## src/design/tpo_pkg.sv

```systemverilog
package tpo_pkg;
  // Register word offsets (byte addresses, one aligned word each)
  localparam logic [3:0] TPO_OFS_CONFIG = 4'h0;
  localparam logic [3:0] TPO_OFS_CNT_LO = 4'h4;
  localparam logic [3:0] TPO_OFS_CNT_HI = 4'h8;
  localparam logic [3:0] TPO_OFS_IRQ = 4'hc;
  // Config field positions
  localparam int TPO_CFG_RUN = 7;
  localparam int TPO_CFG_BYTE = 6;
  localparam int TPO_CFG_CSEL = 5;
  localparam int TPO_CFG_EDGE = 4;
  localparam int TPO_CFG_BYP = 3;
  localparam int TPO_CFG_PS_LSB = 0;
  // Irq register field positions
  localparam int TPO_IRQ_EN = 5;
  localparam int TPO_IRQ_FLAG = 2;
  // Reset values and prescaler step
  localparam logic [7:0] TPO_CONFIG_RST = 8'hff;
  localparam logic [7:0] TPO_BYTE_RST = 8'h00;
  localparam logic [7:0] TPO_PS_ZERO = 8'h00;
  localparam logic [7:0] TPO_PS_ONE = 8'h01;
  // Rollover points and count step
  localparam logic [7:0] TPO_BYTE_MAX = 8'hff;
  localparam logic [15:0] TPO_FULL_MAX = 16'hffff;
  localparam logic [15:0] TPO_CNT_STEP = 16'h0001;
  // Read data padding above the byte lane, and the idle read word
  localparam logic [23:0] TPO_RD_PAD = 24'h00_0000;
  localparam logic [31:0] TPO_RD_ZERO = 32'h0000_0000;
endpackage : tpo_pkg

```

## src/design/tpo_timer.sv

```systemverilog
`timescale 1ns/1ns
`default_nettype none
module tpo_timer
  import tpo_pkg::*;
(
  input wire logic clk_i,
  input wire logic rst_i,
  input wire logic sleep_i,
  input wire logic ext_clk_i,
  input wire logic [3:0] wb_adr_i,
  input wire logic [31:0] wb_dat_i,
  input wire logic wb_we_i,
  input wire logic [3:0] wb_sel_i,
  input wire logic wb_cyc_i,
  input wire logic wb_stb_i,
  output logic [31:0] wb_dat_o,
  output logic wb_ack_o,
  output logic irq_o
);

  logic [7:0] config_q;
  logic [7:0] count_lo_q;
  logic [7:0] count_hi_q;
  logic [7:0] prescale_q;
  logic overflow_flag_q;
  logic overflow_irq_en_q;
  logic [7:0] irq_other_q;
  logic ack_q;
  logic [31:0] rdata_q;
  logic ext_s1_q;
  logic ext_s2_q;
  logic ext_s3_q;

  // Bus decode; single-cycle answer, ack dropped the cycle after
  logic req;
  logic wr;
  logic wr_lane0;
  assign req = wb_cyc_i && wb_stb_i && !ack_q;
  assign wr = req && wb_we_i;
  assign wr_lane0 = wr && wb_sel_i[0];
  assign wb_ack_o = ack_q;
  assign wb_dat_o = rdata_q;

  logic wr_cfg;
  logic wr_lo;
  logic wr_hi;
  logic wr_irq;
  assign wr_cfg = wr_lane0 && (wb_adr_i == TPO_OFS_CONFIG);
  assign wr_lo = wr_lane0 && (wb_adr_i == TPO_OFS_CNT_LO);
  assign wr_hi = wr_lane0 && (wb_adr_i == TPO_OFS_CNT_HI);
  assign wr_irq = wr_lane0 && (wb_adr_i == TPO_OFS_IRQ);

  // Field aliases
  logic run_en;
  logic byte_width_sel;
  logic count_clock_sel;
  logic count_edge_sel;
  logic prescaler_bypass_sel;
  logic [2:0] prescale_ratio_sel;
  assign run_en = config_q[TPO_CFG_RUN];
  assign byte_width_sel = config_q[TPO_CFG_BYTE];
  assign count_clock_sel = config_q[TPO_CFG_CSEL];
  assign count_edge_sel = config_q[TPO_CFG_EDGE];
  assign prescaler_bypass_sel = config_q[TPO_CFG_BYP];
  assign prescale_ratio_sel = config_q[TPO_CFG_PS_LSB +: 3];

  // External count pin passes two flops before any logic reads it; the pin is
  // asynchronous, so the first flop may go metastable and only the second reads it
  always_ff @(posedge clk_i) begin
    if (rst_i) begin
      ext_s1_q <= 1'b0;
      ext_s2_q <= 1'b0;
    end else begin
      ext_s1_q <= ext_clk_i;
      ext_s2_q <= ext_s1_q;
    end
  end

  // Edge history: third flop holds the previous synchronised level; it resets to
  // the pin's idle low level, so a quiet pin gives no false edge after reset
  always_ff @(posedge clk_i) begin
    if (rst_i) begin
      ext_s3_q <= 1'b0;
    end else begin
      ext_s3_q <= ext_s2_q;
    end
  end

  // Count clock tick: internal clock every cycle, or chosen pin edge
  logic ext_edge;
  logic src_tick;
  assign ext_edge = count_edge_sel ? (ext_s3_q && !ext_s2_q) : (!ext_s3_q && ext_s2_q);
  assign src_tick = run_en && !sleep_i && (count_clock_sel ? ext_edge : 1'b1);

  // Prescaler output: bit n toggling high-to-low marks 2^(n+1) ticks
  logic [7:0] prescale_d;
  logic ps_tick;
  logic timer_tick;
  assign prescale_d = prescale_q + TPO_PS_ONE;
  assign ps_tick = prescale_q[prescale_ratio_sel] && !prescale_d[prescale_ratio_sel];
  // Bypass select; may change on the fly
  assign timer_tick = src_tick && (prescaler_bypass_sel ? 1'b1 : ps_tick);

  logic cnt_write;
  assign cnt_write = wr_lo || wr_hi;

  // Hidden eight-bit prescaler; no bus path to it
  // It only runs while assigned, so a later switch back to the prescaler starts
  // from wherever it stood when bypass was set, as count writes in bypass do not clear it
  logic [7:0] prescale_next;
  always_comb begin
    prescale_next = prescale_q;
    if (cnt_write && !prescaler_bypass_sel) begin
      prescale_next = TPO_PS_ZERO;
    end else if (src_tick && !prescaler_bypass_sel) begin
      prescale_next = prescale_d;
    end
  end

  // Prescaler register
  always_ff @(posedge clk_i) begin
    if (rst_i) begin
      prescale_q <= TPO_PS_ZERO;
    end else begin
      prescale_q <= prescale_next;
    end
  end

  // Configuration; only its own address writes it, so count writes keep the bypass bit
  always_ff @(posedge clk_i) begin
    if (rst_i) begin
      config_q <= TPO_CONFIG_RST;
    end else if (wr_cfg) begin
      config_q <= wb_dat_i[7:0];
    end
  end

  // Rollover compare per width; the width select only narrows the compare and the
  // high byte carry, so switching widths mid-count never corrupts the low byte
  logic [15:0] count_full;
  logic [15:0] count_inc;
  logic lo_at_max;
  logic full_at_max;
  logic ovf_event;
  assign count_full = {count_hi_q, count_lo_q};
  assign count_inc = count_full + TPO_CNT_STEP;
  assign lo_at_max = (count_lo_q == TPO_BYTE_MAX);
  assign full_at_max = (count_full == TPO_FULL_MAX);
  // Rollover detect per width
  // A count write in the same cycle swallows the tick, so the lost step sets no flag
  assign ovf_event = timer_tick && !cnt_write && (byte_width_sel ? lo_at_max : full_at_max);

  // Next low byte: bus write wins over an increment in the same cycle
  logic [7:0] count_lo_d;
  always_comb begin
    count_lo_d = count_lo_q;
    if (wr_lo) begin
      count_lo_d = wb_dat_i[7:0];
    end else if (timer_tick && !cnt_write) begin
      count_lo_d = count_inc[7:0];
    end
  end

  // Next high byte: holds still in eight-bit mode, where it is plain storage
  // that software may preload before switching to sixteen-bit counting
  logic [7:0] count_hi_d;
  always_comb begin
    count_hi_d = count_hi_q;
    if (wr_hi) begin
      count_hi_d = wb_dat_i[7:0];
    end else if (timer_tick && !cnt_write && !byte_width_sel) begin
      count_hi_d = count_inc[15:8];
    end
  end

  always_ff @(posedge clk_i) begin
    if (rst_i) begin
      count_lo_q <= TPO_BYTE_RST;
    end else begin
      count_lo_q <= count_lo_d;
    end
  end

  // High byte register; there is no shadow latch, so software that
  // reads both bytes while counting can see a torn value across a carry
  always_ff @(posedge clk_i) begin
    if (rst_i) begin
      count_hi_q <= TPO_BYTE_RST;
    end else begin
      count_hi_q <= count_hi_d;
    end
  end

  // Sticky flag; write one clears, a new overflow beats the clear
  logic flag_clr;
  assign flag_clr = wr_irq && wb_dat_i[TPO_IRQ_FLAG];
  always_ff @(posedge clk_i) begin
    if (rst_i) begin
      overflow_flag_q <= 1'b0;
    end else if (ovf_event) begin
      overflow_flag_q <= 1'b1;
    end else if (flag_clr) begin
      overflow_flag_q <= 1'b0;
    end
  end

  // Interrupt enable, written only through the irq register
  always_ff @(posedge clk_i) begin
    if (rst_i) begin
      overflow_irq_en_q <= 1'b0;
    end else if (wr_irq) begin
      overflow_irq_en_q <= wb_dat_i[TPO_IRQ_EN];
    end
  end

  // Remaining irq register bits are plain storage with no function in this block
  always_ff @(posedge clk_i) begin
    if (rst_i) begin
      irq_other_q <= TPO_BYTE_RST;
    end else if (wr_irq) begin
      irq_other_q <= wb_dat_i[7:0];
    end
  end

  // Enable gates the request; software clears the flag
  // The level stays up until the flag or the enable is cleared, so an
  // unserviced overflow is never lost
  assign irq_o = overflow_flag_q && overflow_irq_en_q;

  // Read view of the irq register: live flag and enable over the stored bits
  logic [7:0] irq_rd;
  always_comb begin
    irq_rd = irq_other_q;
    irq_rd[TPO_IRQ_EN] = overflow_irq_en_q;
    irq_rd[TPO_IRQ_FLAG] = overflow_flag_q;
  end

  // Read byte select; unmapped addresses read zero and still ack, so a
  // stray access never stalls the bus
  logic [7:0] rd_byte;
  always_comb begin
    rd_byte = TPO_BYTE_RST;
    unique case (wb_adr_i)
      TPO_OFS_CONFIG: rd_byte = config_q;
      TPO_OFS_CNT_LO: rd_byte = count_lo_q;
      TPO_OFS_CNT_HI: rd_byte = count_hi_q;
      TPO_OFS_IRQ: rd_byte = irq_rd;
      default: rd_byte = TPO_BYTE_RST;
    endcase
  end

  // Next read word, loaded only when a read is taken
  logic [31:0] rdata_d;
  always_comb begin
    rdata_d = rdata_q;
    if (req && !wb_we_i) begin
      rdata_d = {TPO_RD_PAD, rd_byte};
    end
  end

  // Ack is a one-cycle pulse; req is blocked while ack is high, so a request
  // still held in the answer cycle is not taken twice
  always_ff @(posedge clk_i) begin
    if (rst_i) begin
      ack_q <= 1'b0;
    end else begin
      ack_q <= req;
    end
  end

  // Read data holds until the next read, so a master that samples ack late
  // still sees the word it asked for
  always_ff @(posedge clk_i) begin
    if (rst_i) begin
      rdata_q <= TPO_RD_ZERO;
    end else begin
      rdata_q <= rdata_d;
    end
  end

endmodule : tpo_timer
`default_nettype wire

```

## config.mk

```make
export PLATFORM = sky130hd
export DESIGN_NAME = tpo_timer
export DESIGN_NICKNAME = d
export VERILOG_FILES = /design/src/design/tpo_pkg.sv /design/src/design/tpo_timer.sv
export SDC_FILE = /design/constraint.sdc
export NUM_CORES = 1
export LEC_CHECK = 0
export ABC_CLOCK_PERIOD_IN_PS = 3500
export BUFFER_PORTS_ARGS = -buffer_cell sky130_fd_sc_hd__buf_2
export CAP_MARGIN = 5
export CORE_AREA = 2 2 87 131
export CTS_CLUSTER_SIZE = 14
export DETAILED_ROUTE_END_ITERATION = 12
export DIE_AREA = 0 0 89 133
export PLACE_DENSITY = 0.53
export SYNTH_ARGS = -nofsm -noshare
export SYNTH_HDL_FRONTEND = slang
export SYNTH_SLANG_ARGS = --single-unit
```

## constraint.sdc

```tcl
create_clock -name clk_i -period 3.5 [get_ports clk_i]
set_input_delay 0.175 -clock clk_i [delete_from_list [all_inputs] [get_ports clk_i]]
set_output_delay 0.175 -clock clk_i [all_outputs]
set_load 0.01 [all_outputs]
```

==> results.toml <==
[routing]
drt_iter0_markers = 224
vias = 2870
drt-wirelength-per-cell_um = 15.49
drt_first_pass_iters = 4
wirelength_um = 8692
vias_per_cell = 5.116
drc = 0
ant_nets = 0

[place]
gp_congestion = 0.8511
pre_cts_ws_ps = 890.3
place_hpwl_um = 6392
portBuffers = 29

[global_route]
track_usage = 0.1553
grt_overflow = 0
antenna_found_initial = 0
grt_pass1_wl_um = 14240
grt_max_degree = 41
grt_pass1_vias = 2795

[synth]
postSynth.asyncResetShare = 0
synth_top_cell_area_share = 0.3290
synth_edf_count = 0
synthXorXnorAreaFrac = 0.02491
synth_compound_area_frac = 0.1823
ys.flop_type = "dfxtp_1"
yosysSeqAreaShare = 0.3290
yosys_warnings = 0
synth_top_family_by_area = "simple AND/OR/NAND/NOR gates"
syn-cell-area_um2 = 3164
synth_cells = 395
synth-simple-area-share = 0.2827
synth_area_leaders = "dfxtp_1, mux2i_1, buf_4"
avgSynthCellArea_um2 = 8.011
ys_ff_latch = 52
muxShareOfSynthArea = 0.07157
synth_area_leader_cell = "dfxtp_1"
synthAdderAreaFrac = 0.007908
synth.distinct_cells = 57

[outcome]
outcome = "finished clean"

[clocking]
cts_max_level = 2
clk_pin_slew_ps = 70
post_cts_resize_count = 0
cts_made_buffers = 5
postCtsSetupRepairBufs = 0
clock-sinks = 52
cts.path.max_buffers = 2
cts_tree = "yes"
cts_hold_buf = 0
clk_latency_ps = 300
root_buffer = "clkbuf_16"

[timing]
finalHoldViolations = 0
setup_viol = 0
max_freq_ghz = 0.3835
min_period_ps = 2607
skew_ps = 8.066
slew_viol_final = 0
finalSetupTns_ps = 0
tightest_slew_ps = 891.7
fin_ws_ps = 892.6
rsz0062_at_grt = "false"
slew_headroom = 0.4033
fin_crit_sh = 0.7450

[cells_and_area]
final_common_cell = "dfxtp_1"
mostFrequentLayoutCells = "dfxtp_1, nand2_1, nor2_1, buf_2, nand3_1"
syn2layout_area_growth_pct = 10.60
diodes = 0
layout.nets = 462
drive_gt1_frac = 0.1232

[worst_setup_path]
crit_type = "flip-flop to flip-flop"
critPathSlowestCell = "dfxtp_1"
cp.required_ps = 3650
cpPeakStageDelay_ps = 480
arrival_ps = 2760
critPathLaunchType = "flip-flop"
crit_path_max_fanout = 24
path_cells = "ha_1, inv_1, o2111ai_1, or3b_4, o31ai_2, buf_4, and2_1, o311ai_1"
end_kind = "flip-flop"

[pwr]
p_leak_nw = 1.291
p_total_mw = 1.226
vdd_drop_max_mv = 0.2070
powerDensity_nw_per_um2 = 350.4

[run]
cap_viol_max_count = 0

[floorplan]
io_pins = 81
die_area_um2 = 11840
start_util = 0.2924
rows = 47
die_y_um = 133
die_w_um = 89
core_um2 = 10820

[min_path]
hold_path.class = "primary input to flip-flop"
## power breakdown
| part | internal [mW] | total (mW) | switching, mW |
|---|---|---|---|
| Sequential | 0.604 | 0.616 | 0.0118 |
| Clock | 0.267 | 0.502 | 0.235 |
| Combinational | 0.0359 | 0.108 | 0.0724 |
## cell usage after synthesis, drive strengths merged, types with 2 or more instances
cell type	instances
a211oi	10
buf	34
a21oi	3
nor3	8
and4	2
a221o	2
dfxtp	52
o211ai	9
o211a	2
xor2	4
nor2b	7
nand3b	4
nor3b	9
nand2	42
xnor2	5
or3	2
a311o	2
o311ai	5
a22oi	8
mux2i	20
nor2	41
nand3	26
inv	7
clkbuf	15
nand2b	4
a31oi	8
nor4	6
ha	2
o31ai	2
o22ai	2
and2	5
a32oi	3
o21ai	14
nand4	6
or3b	2
and3	9
## layer usage
layer  vias up  GRT usage  wire (µm)
li1       1434          -          -
met1      1351     0.1831       3534
met2        74     0.2707       4597
met3        11    0.02620        304
met4         0    0.06468        257
met5         -          0          0
## flip-flops by register name, summed over array words and instances, names as in the netlist
signal,count
wb_dat_o,8
ext_s2_q,1
ext_s3_q,1
count_hi_q,8
wb_ack_o,1
prescale_q,8
count_lo_q,8
irq_other_q,7
overflow_flag_q,1
config_q,8
ext_s1_q,1
## path summary, 6_finish.rpt
| path | startpoint | end | slack (ps) | depth (start not counted) |
|---|---|---|---|---|
| hold / removal | ext_clk_i | ext_s1_q | 100 | 2 |
| setup / recovery | prescale_q[0] | count_lo_q[5] | 890 | 8 |
| setup reg to reg | prescale_q[0] | count_lo_q[5] | 890 | 8 |
| hold reg to reg | ext_s1_q | ext_s2_q | 450 | 1 |
## final cells by class
class | instances | area (µm²)
inverters | 7 | 26.28
repair buffers | 37 | 205.2
clock inverters | 3 | 21.27
well taps | 147 | 183.9
multi-input cells | 310 | 1897
flip-flops and latches | 52 | 1041
clock buffers | 5 | 125.1
fillers | 1191 | 7321
## cells by family after synthesis
kind of cell,count (synthesis)
AO/OA/AOI/OAI,78
XOR/XNOR,9
adder cells (fa/ha/maj),2
buffers and inverters,56
flip-flops,52
multiplexers,21
other,1
AND/OR/NAND/NOR,176
## critical path: cells and delay by family (launching register included)
kind,cells,cell delay [ps]
AND/OR/NAND/NOR,2,740
buffers and inverters,2,420
flip-flops,1,480
AO/OA/AOI/OAI,3,570
adder cells (fa/ha/maj),1,250
## through the flow
stage | cell area, µm² | utilization | hold slack (ps) | instances
2_1_floorplan | 3251 | - | 303.2 | 418
3_3_place_gp | 3353 | 0.3099 | 393.9 | 553
3_5_place_dp | 3353 | 0.3099 | 409.1 | 553
4_1_cts | 3500 | 0.3234 | 96.94 | 561
5_1_grt | 3500 | 0.3234 | 154.6 | 561
6_report | 3500 | 0.3234 | 96.48 | 561
No activity file was read; power rests on OpenSTA's default activity.
